<file path="config.mk">
export PLATFORM = sky130hd
export DESIGN_NAME = adcs_config_port
export DESIGN_NICKNAME = d
export VERILOG_FILES = /design/src/common/adcs_pkg.sv /design/src/logic/adcs_config_port.sv
export SDC_FILE = /design/constraint.sdc
export NUM_CORES = 1
export LEC_CHECK = 0
export BUFFER_PORTS_ARGS = -buffer_cell sky130_fd_sc_hd__buf_2
export CAP_MARGIN = 10
export CORE_ASPECT_RATIO = 1.4
export CORE_MARGIN = 2
export CORE_UTILIZATION = 42
export DETAILED_ROUTE_END_ITERATION = 8
export GPL_TIMING_DRIVEN = 1
export SKIP_CTS_REPAIR_TIMING = 1
export SYNTH_ARGS = -nofsm -noshare
export SYNTH_HDL_FRONTEND = slang
export SYNTH_SLANG_ARGS = --single-unit
</file>
<file path="constraint.sdc">
create_clock -name clock -period 2.8 [get_ports clock]
set_input_delay 0.7 -clock clock [delete_from_list [all_inputs] [get_ports clock]]
set_output_delay 0.7 -clock clock [all_outputs]
set_load 0.02 [all_outputs]
</file>
<file path="src/common/adcs_pkg.sv">
// constants, types and register map of the converter configuration port
// assumes one 100 MHz clock and a synchronous active-low reset in the user logic
//
// Overview of operation
// samples leave in offset binary by default, out-of-range inputs already clamped.
// twos complement output is the offset binary word with its top bit inverted.
// out-of-range flag travels in the same pipeline stage as its data word.
// addresses decode into chip configuration, transfer register and converter function regions.
// function register writes land in masters; host sets transfer bit to commit.
// transfer register holds only bit 0; setting it copies masters into slaves.
// host writes undefined addresses only with defaults and reserved bits as zero.
// leaving reset loads the listed defaults into the critical registers.
// registers without a listed default keep their value across reset.
// port config holds lsb-first in bits 6,1, soft reset in 5,2, default 0x18.
// host mirrors upper nibble control bits into the lower nibble when writing.
// part identifier is a fixed read-only byte; writes have no effect.
// grade register is read-only with speed grade in bits 4 to 3.
// modes register: bit 5 standby, bits 2 to 0 internal power-down, default zero.
// a 16-bit instruction opens each frame: read flag, byte count, then address.
// frame starts on select low qualified by the next rising serial clock.
// port shifts msb first after power-up, lsb first only when configured.
// reserved bits of defined registers read back as zero.
// the transfer bit clears itself once the copy has been made.
package adcs_pkg;

    // ==============================================================
    // register offsets
    localparam logic [7:0] ADDR_PORT_CONFIG = 8'h00;
    localparam logic [7:0] ADDR_PART_ID = 8'h01;
    localparam logic [7:0] ADDR_GRADE = 8'h02;
    localparam logic [7:0] ADDR_POWER_MODE = 8'h08;
    localparam logic [7:0] ADDR_FUNC_LAST = 8'h2a;
    localparam logic [7:0] ADDR_COMMIT = 8'hff;

    // ==============================================================
    // field positions and reset values
    localparam int PORT_LSB_HI = 6;
    localparam int PORT_LSB_LO = 1;
    localparam int PORT_SRST_HI = 5;
    localparam int PORT_SRST_LO = 2;
    localparam logic [7:0] PORT_CONFIG_RESET = 8'h18;
    localparam int MODE_STANDBY_BIT = 5;
    localparam logic [7:0] MODE_WRITE_MASK = 8'h27;
    localparam logic [7:0] POWER_MODE_RESET = 8'h00;
    localparam int COMMIT_BIT = 0;
    localparam int GRADE_POS = 3;
    localparam int INSTR_READ_BIT = 15;
    localparam int INSTR_COUNT_POS = 13;

    // ==============================================================
    // counts
    localparam logic [4:0] INSTR_BITS = 5'h10;
    localparam logic [3:0] BYTE_BITS = 4'h8;
    localparam logic [1:0] STRAP_DELAY = 2'h3;

    // ==============================================================
    // power-down codes and frame states
    localparam logic [2:0] PDM_NORMAL = 3'h0;
    localparam logic [2:0] PDM_FULL = 3'h1;
    localparam logic [2:0] PDM_STANDBY = 3'h2;

    typedef enum logic [3:0] {
        ADCS_IDLE = 4'h1,
        ADCS_INSTR = 4'h2,
        ADCS_DATA = 4'h4,
        ADCS_DONE = 4'h8
    } adcs_state_t;

    // one converted sample with its range flag
    typedef struct packed {
        logic overRange;
        logic [11:0] code;
    } adcs_sample_t;

endpackage

</file>
<file path="src/logic/adcs_config_port.sv">
// serial configuration port, register map and sample output formatting
// assumes serial pins arrive asynchronously; serial clock well below the 100 MHz core clock
`timescale 1ns/1ps
`default_nettype none
module adcs_config_port #(
    parameter logic [7:0] PART_ID = 8'h5c, // arbitrary identification value
    parameter logic [1:0] SPEED_GRADE = 2'h0
) (
    // clock and reset
    input wire logic clock,
    input wire logic reset_n,
    // serial pins
    input wire logic port_select_n,
    input wire logic serial_clock_or_format_strap,
    input wire logic sdioIn,
    output logic sdioOut,
    output logic sdioOe,
    // sample path
    input wire adcs_pkg::adcs_sample_t sampleIn,
    output adcs_pkg::adcs_sample_t sampleOut,
    // active power settings
    output logic standby_select,
    output logic [2:0] powerDownMode
);

    // ==============================================================
    // pin synchronisers
    logic sclkMeta, sclkSync, sclkPrev, csMeta, csSync, sdMeta, sdSync;
    always_ff @(posedge clock) begin
        if (!reset_n) begin
            sclkMeta <= 1'b0;
            sclkSync <= 1'b0;
            sclkPrev <= 1'b0;
            csMeta <= 1'b1;
            csSync <= 1'b1;
            sdMeta <= 1'b0;
            sdSync <= 1'b0;
        end else begin
            sclkMeta <= serial_clock_or_format_strap;
            sclkSync <= sclkMeta;
            sclkPrev <= sclkSync;
            csMeta <= port_select_n;
            csSync <= csMeta;
            sdMeta <= sdioIn;
            sdSync <= sdMeta;
        end
    end

    logic sclkRise, sclkFall;
    assign sclkRise = sclkSync & ~sclkPrev;
    assign sclkFall = ~sclkSync & sclkPrev;

    // ==============================================================
    // format strap, caught once after reset release while the port is idle
    logic twosSelect, next_twosSelect, strapDone, next_strapDone;
    logic [1:0] strapCnt, next_strapCnt;
    always_comb begin
        next_twosSelect = twosSelect;
        next_strapDone = strapDone;
        next_strapCnt = strapCnt;
        if (!strapDone) begin
            if (strapCnt == adcs_pkg::STRAP_DELAY) begin
                next_strapDone = 1'b1;
                next_twosSelect = csSync & sclkSync;
            end else begin
                next_strapCnt = strapCnt + 2'h1;
            end
        end
    end

    always_ff @(posedge clock) begin
        if (!reset_n) begin
            twosSelect <= 1'b0;
            strapDone <= 1'b0;
            strapCnt <= 2'h0;
        end else begin
            twosSelect <= next_twosSelect;
            strapDone <= next_strapDone;
            strapCnt <= next_strapCnt;
        end
    end

    // ==============================================================
    // sample output: code and range flag share one register stage
    adcs_pkg::adcs_sample_t next_sampleOut;
    always_comb begin
        next_sampleOut.overRange = sampleIn.overRange;
        next_sampleOut.code = sampleIn.code;
        if (twosSelect) begin
            next_sampleOut.code = {~sampleIn.code[11], sampleIn.code[10:0]};
        end
    end

    always_ff @(posedge clock) begin
        if (!reset_n) begin
            sampleOut <= '0;
        end else begin
            sampleOut <= next_sampleOut;
        end
    end

    // ==============================================================
    // serial engine and registers
    adcs_pkg::adcs_state_t state, next_state;
    logic [15:0] instrSr, next_instrSr;
    logic [7:0] dataSr, next_dataSr;
    logic [7:0] txByte, next_txByte;
    logic [7:0] addr, next_addr;
    logic [4:0] bitCnt, next_bitCnt;
    logic [2:0] bytesLeft, next_bytesLeft;
    logic isRead, next_isRead;
    logic lsbFirst, next_lsbFirst;
    logic [7:0] modeMaster, next_modeMaster;
    logic [7:0] modeSlave, next_modeSlave;
    logic commitPend, next_commitPend;
    logic next_sdioOut, next_sdioOe;

    // read value of an address; unmapped and function-only slots read zero
    function automatic logic [7:0] readMux(input logic [7:0] a, input logic lsb, input logic [7:0] mm,
                                          input logic cp);
        logic [7:0] v;
        v = 8'h00;
        case (a)
            adcs_pkg::ADDR_PORT_CONFIG: begin
                v = adcs_pkg::PORT_CONFIG_RESET;
                v[adcs_pkg::PORT_LSB_HI] = lsb;
                v[adcs_pkg::PORT_LSB_LO] = lsb;
            end
            adcs_pkg::ADDR_PART_ID: v = PART_ID;
            adcs_pkg::ADDR_GRADE: v = {3'h0, SPEED_GRADE, 3'h0};
            adcs_pkg::ADDR_POWER_MODE: v = mm & adcs_pkg::MODE_WRITE_MASK;
            adcs_pkg::ADDR_COMMIT: v = {7'h00, cp};
            default: v = 8'h00;
        endcase
        return v;
    endfunction

    logic [7:0] rxByte;
    logic [15:0] rxInstr;
    always_comb begin
        // lsb-first mode shifts toward the bottom so the word lands in order
        rxInstr = lsbFirst ? {sdSync, instrSr[15:1]} : {instrSr[14:0], sdSync};
        rxByte = lsbFirst ? {sdSync, dataSr[7:1]} : {dataSr[6:0], sdSync};
    end

    always_comb begin
        next_state = state;
        next_instrSr = instrSr;
        next_dataSr = dataSr;
        next_txByte = txByte;
        next_addr = addr;
        next_bitCnt = bitCnt;
        next_bytesLeft = bytesLeft;
        next_isRead = isRead;
        next_lsbFirst = lsbFirst;
        next_modeMaster = modeMaster;
        next_modeSlave = modeSlave;
        next_commitPend = 1'b0;
        next_sdioOut = sdioOut;
        next_sdioOe = sdioOe;
        // commit copies masters to the active slaves one cycle after the write
        if (commitPend) begin
            next_modeSlave = modeMaster;
        end
        case (state)
            adcs_pkg::ADCS_IDLE: begin
                next_sdioOe = 1'b0;
                if (!csSync && sclkRise) begin
                    next_instrSr = rxInstr;
                    next_bitCnt = 5'h1;
                    next_state = adcs_pkg::ADCS_INSTR;
                end
            end
            adcs_pkg::ADCS_INSTR: begin
                if (sclkRise) begin
                    next_instrSr = rxInstr;
                    next_bitCnt = bitCnt + 5'h1;
                    if (bitCnt + 5'h1 == adcs_pkg::INSTR_BITS) begin
                        next_isRead = rxInstr[adcs_pkg::INSTR_READ_BIT];
                        next_bytesLeft = {1'b0, rxInstr[adcs_pkg::INSTR_COUNT_POS +: 2]} + 3'h1;
                        next_addr = rxInstr[7:0];
                        next_txByte = readMux(rxInstr[7:0], lsbFirst, modeMaster, commitPend);
                        next_bitCnt = 5'h0;
                        next_state = adcs_pkg::ADCS_DATA;
                    end
                end
            end
            adcs_pkg::ADCS_DATA: begin
                // read data leaves on falling edges, host samples on rising
                if (isRead && sclkFall) begin
                    next_sdioOe = 1'b1;
                    next_sdioOut = lsbFirst ? txByte[bitCnt[2:0]] : txByte[3'h7 - bitCnt[2:0]];
                end
                if (sclkRise) begin
                    next_dataSr = rxByte;
                    next_bitCnt = bitCnt + 5'h1;
                    if (bitCnt + 5'h1 == {1'b0, adcs_pkg::BYTE_BITS}) begin
                        next_bitCnt = 5'h0;
                        next_addr = addr - 8'h1;
                        next_bytesLeft = bytesLeft - 3'h1;
                        next_txByte = readMux(addr - 8'h1, lsbFirst, modeMaster, commitPend);
                        if (!isRead) begin
                            case (addr)
                                adcs_pkg::ADDR_PORT_CONFIG: begin
                                    next_lsbFirst = rxByte[adcs_pkg::PORT_LSB_HI];
                                    if (rxByte[adcs_pkg::PORT_SRST_HI]) begin
                                        next_lsbFirst = 1'b0;
                                        next_modeMaster = adcs_pkg::POWER_MODE_RESET;
                                        next_modeSlave = adcs_pkg::POWER_MODE_RESET;
                                    end
                                end
                                adcs_pkg::ADDR_POWER_MODE: begin
                                    next_modeMaster = rxByte & adcs_pkg::MODE_WRITE_MASK;
                                end
                                adcs_pkg::ADDR_COMMIT: begin
                                    next_commitPend = rxByte[adcs_pkg::COMMIT_BIT];
                                end
                                default: begin
                                end
                            endcase
                        end
                        if (bytesLeft == 3'h1) begin
                            next_state = adcs_pkg::ADCS_DONE;
                        end
                    end
                end
            end
            adcs_pkg::ADCS_DONE: begin
                // release the data pin on the next rising edge
                if (sclkRise) begin
                    next_sdioOe = 1'b0;
                end
            end
            default: next_state = adcs_pkg::ADCS_IDLE;
        endcase
        // select high always ends the frame and frees the pin
        if (csSync) begin
            next_state = adcs_pkg::ADCS_IDLE;
            next_sdioOe = 1'b0;
        end
    end

    always_ff @(posedge clock) begin
        if (!reset_n) begin
            state <= adcs_pkg::ADCS_IDLE;
            lsbFirst <= 1'b0;
            modeMaster <= adcs_pkg::POWER_MODE_RESET;
            modeSlave <= adcs_pkg::POWER_MODE_RESET;
            commitPend <= 1'b0;
            sdioOut <= 1'b0;
            sdioOe <= 1'b0;
            bitCnt <= 5'h0;
            bytesLeft <= 3'h0;
            isRead <= 1'b0;
        end else begin
            state <= next_state;
            lsbFirst <= next_lsbFirst;
            modeMaster <= next_modeMaster;
            modeSlave <= next_modeSlave;
            commitPend <= next_commitPend;
            sdioOut <= next_sdioOut;
            sdioOe <= next_sdioOe;
            bitCnt <= next_bitCnt;
            bytesLeft <= next_bytesLeft;
            isRead <= next_isRead;
        end
    end

    // shift and address holders carry no default and survive reset
    always_ff @(posedge clock) begin
        instrSr <= next_instrSr;
        dataSr <= next_dataSr;
        txByte <= next_txByte;
        addr <= next_addr;
    end

    // ==============================================================
    // active power outputs come from the slave copy only
    always_ff @(posedge clock) begin
        if (!reset_n) begin
            standby_select <= 1'b0;
            powerDownMode <= adcs_pkg::PDM_NORMAL;
        end else begin
            standby_select <= next_modeSlave[adcs_pkg::MODE_STANDBY_BIT];
            powerDownMode <= next_modeSlave[2:0];
        end
    end

    // ==============================================================
    // checks
    property p_twos_msb;
        @(posedge clock) disable iff (!reset_n)
        twosSelect && $stable(twosSelect) |=> sampleOut.code == {~$past(sampleIn.code[11]), $past(sampleIn.code[10:0])};
    endproperty
    a_twos_msb: assert property (p_twos_msb) else $error("twos complement code wrong");
    property p_offset_pass;
        @(posedge clock) disable iff (!reset_n)
        !twosSelect && $stable(twosSelect) |=> sampleOut.code == $past(sampleIn.code);
    endproperty
    a_offset_pass: assert property (p_offset_pass) else $error("offset binary code altered");
    property p_range_aligned;
        @(posedge clock) disable iff (!reset_n)
        1'b1 |=> sampleOut.overRange == $past(sampleIn.overRange);
    endproperty
    a_range_aligned: assert property (p_range_aligned) else $error("range flag misaligned");
    property p_commit_clears;
        @(posedge clock) disable iff (!reset_n)
        commitPend |=> !commitPend ##1 !commitPend;
    endproperty
    a_commit_clears: assert property (p_commit_clears) else $error("transfer bit stuck");
    property p_commit_copies;
        @(posedge clock) disable iff (!reset_n)
        commitPend && !(state == adcs_pkg::ADCS_DATA) |=> ##1 powerDownMode == $past(modeMaster[2:0], 2);
    endproperty
    a_commit_copies: assert property (p_commit_copies) else $error("commit did not reach slaves");
    property p_master_only;
        @(posedge clock) disable iff (!reset_n)
        !commitPend && modeMaster != $past(modeMaster) && !lsbFirst && $stable(lsbFirst)
            |=> $stable(modeSlave);
    endproperty
    a_master_only: assert property (p_master_only) else $error("slave changed without commit");
    property p_reserved_zero;
        @(posedge clock) disable iff (!reset_n)
        1'b1 |-> (modeMaster & ~adcs_pkg::MODE_WRITE_MASK) == 8'h00;
    endproperty
    a_reserved_zero: assert property (p_reserved_zero) else $error("reserved mode bit set");
    property p_release_on_select;
        @(posedge clock) disable iff (!reset_n)
        csSync |=> !sdioOe && state == adcs_pkg::ADCS_IDLE;
    endproperty
    a_release_on_select: assert property (p_release_on_select) else $error("pin driven outside frame");
    property p_write_no_drive;
        @(posedge clock) disable iff (!reset_n)
        state == adcs_pkg::ADCS_DATA && !isRead && !sdioOe |=> !sdioOe;
    endproperty
    a_write_no_drive: assert property (p_write_no_drive) else $error("pin driven during write");

endmodule
`default_nettype wire

</file>
==> impl_metrics.xml, run 1 <==
<?xml version="1.0" encoding="UTF-8"?>
<metrics>
  <group name="sta">
    <metric name="timing_max_transition_violations_final" unit="">0</metric>
    <metric name="grt_setup_unrepaired" unit="">false</metric>
    <metric name="timing.fmax" unit="GHz">0.395</metric>
    <metric name="maxSlewHeadroom" unit="%">47.6</metric>
    <metric name="finalCriticalPeriod" unit="ps">2530</metric>
    <metric name="setup_viol_count_final" unit="">0</metric>
    <metric name="worst_slew_pin_slew" unit="ps">785</metric>
    <metric name="final.setup.tns" unit="ps">0</metric>
    <metric name="final_hold_violation_count" unit="">0</metric>
    <metric name="min_period_over_period" unit="%">90.4</metric>
    <metric name="skew" unit="ps">9.71</metric>
  </group>
  <group name="power_and_ir_drop">
    <metric name="comb_power_share" unit="%">4.4</metric>
    <metric name="max-vdd-ir-drop" unit="V">0.000260</metric>
    <metric name="p_switching" unit="W">0.000593</metric>
    <metric name="static-leakage-power" unit="nW">1.83</metric>
    <metric name="power.share.sequential" unit="%">52.5</metric>
    <metric name="power_frac_clock" unit="%">43.2</metric>
    <metric name="finalPower" unit="W">0.00260</metric>
    <metric name="power.density" unit="nW/um^2">514</metric>
    <metric name="sw_frac_of_total" unit="%">22.8</metric>
    <metric name="internal-power" unit="W">0.00201</metric>
  </group>
  <group name="cells_and_area">
    <metric name="area_growth_syn_to_layout" unit="%">13.1</metric>
    <metric name="diodes" unit="">0</metric>
    <metric name="nNetsFinal" unit="">506</metric>
    <metric name="area_occupied_by_registers" unit="um^2">2120</metric>
    <metric name="post_route_cells_drive_above_1_share" unit="%">19.6</metric>
    <metric name="fin_util" unit="%">48.7</metric>
    <metric name="multi_input_comb_area" unit="um^2">2190</metric>
    <metric name="fill_cell_total_of_the_finished_layout" unit="">1006</metric>
  </group>
  <group name="clock_tree">
    <metric name="clock_tree.root_cell" unit="">sky130_fd_sc_hd__clkbuf_16</metric>
    <metric name="cts_num_sinks" unit="">87</metric>
    <metric name="cts_made_buffers" unit="">9</metric>
    <metric name="htreeDepth" unit="">3</metric>
    <metric name="worst_skew_pair.late_latency" unit="ps">340</metric>
    <metric name="cts_buffer_depth" unit="">2</metric>
    <metric name="cts.reportedPaths.clkPinSlew" unit="ps">70</metric>
    <metric name="tritoncts_clock_tree" unit="">built</metric>
  </group>
  <group name="global_routing">
    <metric name="grt_first_pass_wirelength" unit="mm">16.4</metric>
    <metric name="grt_overflow_total" unit="">0</metric>
    <metric name="antenna_found_initial" unit="">0</metric>
    <metric name="grt_pass1_vias" unit="">3378</metric>
    <metric name="grt_util_all_layers" unit="%">18.0</metric>
    <metric name="grt_start_max_net_pins" unit="">47</metric>
  </group>
  <group name="floorplan">
    <metric name="core_area" unit="um^2">10400</metric>
    <metric name="floorplan.rows" unit="">44</metric>
    <metric name="design.die.area" unit="um^2">11500</metric>
    <metric name="die-width" unit="um">91.3</metric>
    <metric name="ioPinCount" unit="">37</metric>
    <metric name="die_h" unit="um">126</metric>
    <metric name="start_util" unit="%">43.0</metric>
  </group>
  <group name="setup_path">
    <metric name="setup.reg_to_reg.worst_slack" unit="ps">270</metric>
    <metric name="worstReg2RegStart" unit="">bitCnt[0]$_SDFFE_PN0P_</metric>
    <metric name="critical_path.startpoint_type" unit="">register</metric>
    <metric name="worstSetupPathType" unit="">reg2reg</metric>
    <metric name="type_of_element_capturing_the_critical_path" unit="">register</metric>
    <metric name="worstReg2RegEnd" unit="">bytesLeft[2]$_SDFFE_PN0P_</metric>
    <metric name="worst_ep_required_time" unit="ps">3040</metric>
    <metric name="worstPathArrival" unit="ps">2770</metric>
    <metric name="depth_of_the_worst_register_to_register_path" unit="">5</metric>
    <metric name="path_max_fanout" unit="">13</metric>
  </group>
  <group name="yosys">
    <metric name="yosys_register_bits" unit="">87</metric>
    <metric name="synth_seq_area_share" unit="%">47.4</metric>
    <metric name="syn_nets" unit="">479</metric>
    <metric name="avgSynthCellArea" unit="um^2">9.90</metric>
    <metric name="area_of_the_mapped_netlist" unit="um^2">4480</metric>
    <metric name="synth-edff-count" unit="">38</metric>
    <metric name="synth-main-ff-cell" unit="">sky130_fd_sc_hd__dfxtp_1</metric>
    <metric name="synth_cell_types" unit="">60</metric>
    <metric name="synth_async_sr_flop_share" unit="%">0</metric>
    <metric name="post_synthesis_instance_total" unit="">452</metric>
    <metric name="ys_warns" unit="">0</metric>
  </group>
  <group name="routing">
    <metric name="dr.first_iter.drc_count" unit="">140</metric>
    <metric name="wl_per_cell" unit="um">15.6</metric>
    <metric name="remaining_drc_errors" unit="">0</metric>
    <metric name="drtAntennaViolNets" unit="">0</metric>
    <metric name="routed_wire_length" unit="mm">9.71</metric>
    <metric name="drtPass1Iterations" unit="">4</metric>
    <metric name="detail_route.vias_per_cell" unit="">5.52</metric>
    <metric name="route.vias.total" unit="">3431</metric>
  </group>
  <group name="place">
    <metric name="gp_routability_congestion" unit="">0.864</metric>
    <metric name="place_hpwl" unit="mm">6.99</metric>
    <metric name="io_buffers" unit="">36</metric>
  </group>
  <group name="run">
    <metric name="timing.max_cap.violations" unit="">0</metric>
  </group>
  <group name="min_path">
    <metric name="hold_crit_class" unit="">reg2reg</metric>
    <metric name="hold_path_startpoint" unit="">csMeta$_SDFF_PN1_</metric>
    <metric name="whs_endpoint" unit="">csSync$_SDFF_PN1_</metric>
    <metric name="hold_path_depth" unit="">1</metric>
  </group>
  <group name="status">
    <metric name="status" unit="">finished clean</metric>
  </group>
</metrics>
kinds of logic after synthesis:
group                    synth area share, %
adder cells (fa/ha/maj)                 2.52
AND/OR/NAND/NOR                         22.8
AO/OA/AOI/OAI                           12.6
flip-flops                              47.4
buffers and inverters                   4.00
XOR/XNOR                                1.76
multiplexers                            8.94
worst max path at each step:
stage | end | startpoint
finish | bytesLeft[2]$_SDFFE_PN0P_ | bitCnt[0]$_SDFFE_PN0P_
detailed placement | bytesLeft[2]$_SDFFE_PN0P_ | bitCnt[0]$_SDFFE_PN0P_
floorplan | addr[0]$_DFFE_PP_ | state[2]$_SDFFE_PP0P_
CTS | bytesLeft[2]$_SDFFE_PN0P_ | bitCnt[0]$_SDFFE_PN0P_
global route | bytesLeft[2]$_SDFFE_PN0P_ | bitCnt[0]$_SDFFE_PN0P_
global placement | bytesLeft[2]$_SDFFE_PN0P_ | bitCnt[0]$_SDFFE_PN0P_
cells in the final DEF, fill, tap and decap left out, types with 5 or more instances in the layout:
cell type / instances
sky130_fd_sc_hd__mux2i_1: 13
sky130_fd_sc_hd__buf_4: 11
sky130_fd_sc_hd__nand4_1: 7
sky130_fd_sc_hd__nand2b_1: 8
sky130_fd_sc_hd__dfxtp_1: 49
sky130_fd_sc_hd__a21boi_0: 5
sky130_fd_sc_hd__xor2_1: 7
sky130_fd_sc_hd__ha_1: 9
sky130_fd_sc_hd__nor2b_1: 12
sky130_fd_sc_hd__o21ai_0: 21
sky130_fd_sc_hd__nor3b_1: 5
sky130_fd_sc_hd__clkbuf_16: 9
sky130_fd_sc_hd__and2_1: 22
sky130_fd_sc_hd__mux2_2: 20
sky130_fd_sc_hd__nor2_1: 33
sky130_fd_sc_hd__buf_2: 36
sky130_fd_sc_hd__a31oi_1: 6
sky130_fd_sc_hd__nand3b_1: 7
sky130_fd_sc_hd__a21oi_1: 22
sky130_fd_sc_hd__nor3_1: 8
sky130_fd_sc_hd__nand3_1: 9
sky130_fd_sc_hd__nand2_1: 44
sky130_fd_sc_hd__inv_1: 12
sky130_fd_sc_hd__edfxtp_1: 38
flip-flops by register name (all words and copies together), names as in the netlist, 2 cells and up:
register    count
bytesLeft       3
sampleOut      13
strapCnt        2
bitCnt          5
modeSlave       4
modeMaster      4
dataSr          8
addr            8
txByte          6
instrSr        16
state           4
power groups by stage:
stage / Clock, W / Combinational [W] / Sequential, W
finish: 0.00112 / 0.000114 / 0.00137
global route: 0.00120 / 0.000127 / 0.00137
CTS: 0.00115 / 0.000116 / 0.00137
detailed placement: 0 / 0.000115 / 0.00139
global placement: 0 / 0.000113 / 0.00139
floorplan: 0 / 0.0000681 / 0.00140
metrics by stage:
stage / setup WS [ps] / hold WS, ps / instances / instance area [um^2]
2_1_floorplan: 342 / 386 / 452 / 4480
3_3_place_gp: 376 / 394 / 606 / 4790
3_5_place_dp: 330 / 396 / 606 / 4790
4_1_cts: 283 / 413 / 622 / 5060
5_1_grt: 86.8 / 433 / 622 / 5060
6_report: 269 / 408 / 622 / 5060
metal layers:
layer	share of wire [%]	vias up	global-route usage (%)
met1	41	1639	20.3
met5	0	-	0
met2	52	77	32.1
met3	3.6	26	3.53
li1	-	1689	-
met4	3.4	0	9.18
cell usage after synthesis, drive strengths merged (2+ instances only):
master | number | area (um^2)
dfxtp | 49 | 981
or4b | 2 | 23.8
nand4 | 7 | 43.8
a311o | 2 | 20.0
edfxtp | 38 | 1140
nor4 | 5 | 31.3
a21boi | 6 | 45.1
o21ai | 21 | 105
o2111ai | 3 | 26.3
o211ai | 4 | 30.0
mux2i | 13 | 130
o22ai | 3 | 18.8
clkbuf | 23 | 86.3
nor2 | 33 | 124
nor3 | 9 | 56.3
nand2 | 44 | 165
nand2b | 8 | 50.1
buf | 8 | 47.5
nand3 | 9 | 45.0
xor2 | 7 | 61.3
mux2 | 20 | 225
and3b | 4 | 35.0
xnor2 | 2 | 17.5
o221a | 2 | 22.5
o32ai | 2 | 17.5
inv | 12 | 45.0
nor3b | 5 | 37.5
and2 | 22 | 138
nor4b | 4 | 35.0
nor2b | 12 | 75.1
ha | 9 | 113
or2 | 2 | 12.5
nand3b | 7 | 52.6
a31oi | 6 | 37.5
mux4 | 2 | 45.0
a21oi | 22 | 110
and3 | 4 | 25.0
nand4b | 3 | 26.3
or4 | 2 | 15.0
layout make-up:
| cell class | count | share of cell area [%] |
|---|---|---|
| sequential | 87 | 41.9 |
| tap | 138 | 3.41 |
| clock buffer | 10 | 4.52 |
| inverter | 12 | 0.889 |
| timing repair buffer | 47 | 5.19 |
| multi-input combinational | 322 | 43.2 |
| clock inverter | 6 | 0.889 |
worst max-delay path, cell delays in order (launching register included):
cell	delay [ps]
sky130_fd_sc_hd__dfxtp_1	590
sky130_fd_sc_hd__nand2_1	230
sky130_fd_sc_hd__or4_1	600
sky130_fd_sc_hd__a2111oi_4	530
sky130_fd_sc_hd__o21ai_0	180
sky130_fd_sc_hd__a32o_1	280
No activity file was read; power rests on OpenSTA's default activity.
==> run 2, diff against run 1 <==
- clock period: 2.8 -> 2.5 ns (I/O delays scaled with it)
==> run 2 against run 1 <==
Clock-buffer cell count shrank 1; die area is the same; routed wire length grew 2.5%; critical path type unchanged; via count shrank 0.26%; clock power grew 22%; sequential cell count is the same; combinational power grew 14%; global-route usage grew 0.19 points.
==> impl_metrics.xml, run 2 (synthesized netlist as in run 1, its figures left out) <==
<?xml version="1.0" encoding="UTF-8"?>
<metrics>
  <group name="status">
    <metric name="status" unit="">finished clean</metric>
  </group>
  <group name="cells_and_area">
    <metric name="final_cell_area" unit="um^2">5170</metric>
    <metric name="largestRegisters" unit="">instrSr: 16 flops, sampleOut: 13 flops</metric>
    <metric name="largest-register" unit="">instrSr</metric>
    <metric name="area_occupied_by_registers" unit="um^2">2120</metric>
    <metric name="post_route_cells_drive_above_1_share" unit="%">21.5</metric>
    <metric name="final_common_cell" unit="">sky130_fd_sc_hd__dfxtp_1</metric>
    <metric name="area_growth_syn_to_layout" unit="%">15.5</metric>
    <metric name="largest_register_ff_count" unit="">16</metric>
    <metric name="multi_input_comb_area" unit="um^2">2190</metric>
    <metric name="layout_common_cells" unit="">sky130_fd_sc_hd__dfxtp_1, sky130_fd_sc_hd__nand2_1, sky130_fd_sc_hd__edfxtp_1</metric>
    <metric name="layout.cells.non_filler" unit="">632</metric>
    <metric name="diodes" unit="">0</metric>
    <metric name="fill_cell_total_of_the_finished_layout" unit="">993</metric>
    <metric name="nNetsFinal" unit="">516</metric>
  </group>
  <group name="routing">
    <metric name="drtAntennaViolNets" unit="">0</metric>
    <metric name="wl_per_cell" unit="um">15.8</metric>
    <metric name="drtPass1Iterations" unit="">4</metric>
    <metric name="detail_route.vias_per_cell" unit="">5.41</metric>
    <metric name="dr.first_iter.drc_count" unit="">163</metric>
    <metric name="routed_wire_length" unit="mm">9.96</metric>
    <metric name="remaining_drc_errors" unit="">0</metric>
    <metric name="route.vias.total" unit="">3422</metric>
  </group>
  <group name="sta">
    <metric name="maxSlewHeadroom" unit="%">57.8</metric>
    <metric name="final_hold_violation_count" unit="">0</metric>
    <metric name="setup_ws" unit="ps">205</metric>
    <metric name="final.setup.tns" unit="ps">0</metric>
    <metric name="worst_slew_pin_slew" unit="ps">631</metric>
    <metric name="timing_max_transition_violations_final" unit="">0</metric>
    <metric name="timing.fmax" unit="GHz">0.436</metric>
    <metric name="skew" unit="ps">5.46</metric>
    <metric name="finalCriticalPeriod" unit="ps">2300</metric>
    <metric name="grt_setup_unrepaired" unit="">false</metric>
    <metric name="setup_viol_count_final" unit="">0</metric>
    <metric name="min_period_over_period" unit="%">91.8</metric>
  </group>
  <group name="place">
    <metric name="dpl_cell_area" unit="um^2">4870</metric>
    <metric name="io_buffers" unit="">36</metric>
    <metric name="gp_routability_congestion" unit="">0.875</metric>
    <metric name="dp_cells" unit="">616</metric>
    <metric name="dp_slack" unit="ps">260</metric>
    <metric name="place_hpwl" unit="mm">7.12</metric>
  </group>
  <group name="floorplan">
    <metric name="ioPinCount" unit="">37</metric>
    <metric name="core_area" unit="um^2">10400</metric>
    <metric name="die-width" unit="um">91.3</metric>
    <metric name="design.die.area" unit="um^2">11500</metric>
    <metric name="floorplan.rows" unit="">44</metric>
    <metric name="start_util" unit="%">43.0</metric>
    <metric name="die_h" unit="um">126</metric>
  </group>
  <group name="global_routing">
    <metric name="grt_pass1_vias" unit="">3417</metric>
    <metric name="grt_first_pass_wirelength" unit="mm">16.6</metric>
    <metric name="antenna_found_initial" unit="">0</metric>
    <metric name="grt_util_all_layers" unit="%">18.2</metric>
    <metric name="grt_start_max_net_pins" unit="">38</metric>
    <metric name="grt_overflow_total" unit="">0</metric>
  </group>
  <group name="power_and_ir_drop">
    <metric name="power.density" unit="nW/um^2">587</metric>
    <metric name="static-leakage-power" unit="nW">1.90</metric>
    <metric name="finalPower" unit="W">0.00303</metric>
    <metric name="max-vdd-ir-drop" unit="V">0.000421</metric>
  </group>
  <group name="clock_tree">
    <metric name="cts_num_sinks" unit="">87</metric>
    <metric name="htreeDepth" unit="">3</metric>
    <metric name="tritoncts_clock_tree" unit="">built</metric>
    <metric name="cts_buffer_depth" unit="">2</metric>
    <metric name="worst_skew_pair.late_latency" unit="ps">340</metric>
    <metric name="clock_tree.root_cell" unit="">sky130_fd_sc_hd__clkbuf_16</metric>
    <metric name="cts_made_buffers" unit="">9</metric>
    <metric name="cts.reportedPaths.clkPinSlew" unit="ps">60</metric>
  </group>
  <group name="setup_path">
    <metric name="depth_of_the_worst_register_to_register_path" unit="">5</metric>
    <metric name="worstSetupPathType" unit="">reg2reg</metric>
    <metric name="cpMaxStageDelayCell" unit="">sky130_fd_sc_hd__or4_1</metric>
    <metric name="cp_cell_sequence" unit="">or4_1 -&gt; buf_4 -&gt; o21ai_0 -&gt; nand4_1 -&gt; o32ai_1</metric>
    <metric name="worst_ep_required_time" unit="ps">2650</metric>
    <metric name="worstReg2RegEnd" unit="">txByte[6]$_DFFE_PP_</metric>
    <metric name="type_of_element_capturing_the_critical_path" unit="">register</metric>
    <metric name="worstReg2RegStart" unit="">addr[1]$_DFFE_PP_</metric>
    <metric name="worst_path_largest_cell_delay" unit="ps">570</metric>
    <metric name="path_max_fanout" unit="">6</metric>
    <metric name="worstPathArrival" unit="ps">2450</metric>
    <metric name="setup.reg_to_reg.worst_slack" unit="ps">200</metric>
    <metric name="critical_path.startpoint_type" unit="">register</metric>
  </group>
  <group name="min_path">
    <metric name="hold_path_depth" unit="">1</metric>
    <metric name="hold_crit_class" unit="">reg2reg</metric>
    <metric name="whs_endpoint" unit="">csSync$_SDFF_PN1_</metric>
    <metric name="hold_path_startpoint" unit="">csMeta$_SDFF_PN1_</metric>
  </group>
  <group name="run">
    <metric name="timing.max_cap.violations" unit="">0</metric>
  </group>
</metrics>
-- run 2: cell count changes in the layout (fill, tap and decap cells not counted), sizes merged --
cell	delta
inv	+1
clkinv	-1
bufinv	+1
clkbuf	-1
buf	+10
-- run 2: layout make-up --
cell class | instances | share of cell area [%]
clock inverters | 7 | 1.50
flip-flops and latches | 87 | 41.1
multi-input cells | 322 | 42.3
inverters | 12 | 0.871
clock buffers | 9 | 4.36
repair buffers | 57 | 6.54
well taps | 138 | 3.34
-- run 2: routing by layer --
| metal | global-route usage [%] | wire, um |
|---|---|---|
| met5 | 0 | 0 |
| met4 | 11.0 | 236 |
| met3 | 2.87 | 402 |
| met2 | 31.7 | 5260 |
| met1 | 20.9 | 4050 |
-- run 2: how the worst max path moves through the flow --
stage / cells past startpoint / endpoint / startpoint
after floorplan: 5 / addr[0]$_DFFE_PP_ / state[2]$_SDFFE_PP0P_
after global placement: 5 / txByte[0]$_DFFE_PP_ / addr[1]$_DFFE_PP_
after detailed placement: 5 / txByte[0]$_DFFE_PP_ / addr[1]$_DFFE_PP_
after CTS: 5 / txByte[6]$_DFFE_PP_ / addr[1]$_DFFE_PP_
after global routing: 5 / txByte[6]$_DFFE_PP_ / addr[1]$_DFFE_PP_
final: 5 / txByte[6]$_DFFE_PP_ / addr[1]$_DFFE_PP_
-- run 2: critical path: cells and delay by family (launching register included) --
| family | cells | cell delay [ps] |
|---|---|---|
| simple gates | 2 | 860 |
| compound gates | 2 | 620 |
| flops | 1 | 460 |
| buf+inv | 1 | 170 |
-- run 2: per-stage QoR --
stage / util [%] / hold WS, ps
final: 49.7 / 414
after global routing: 49.7 / 432
after CTS: 49.7 / 421
after detailed placement: 46.8 / 402
after global placement: 46.8 / 393
after floorplan: - / 386
-- run 2: power by group --
part | internal, W | switching [W]
combinational | 0.0000599 | 0.0000701
sequential | 0.00151 | 0.0000196
clock | 0.000789 | 0.000585
total | 0.00236 | 0.000675
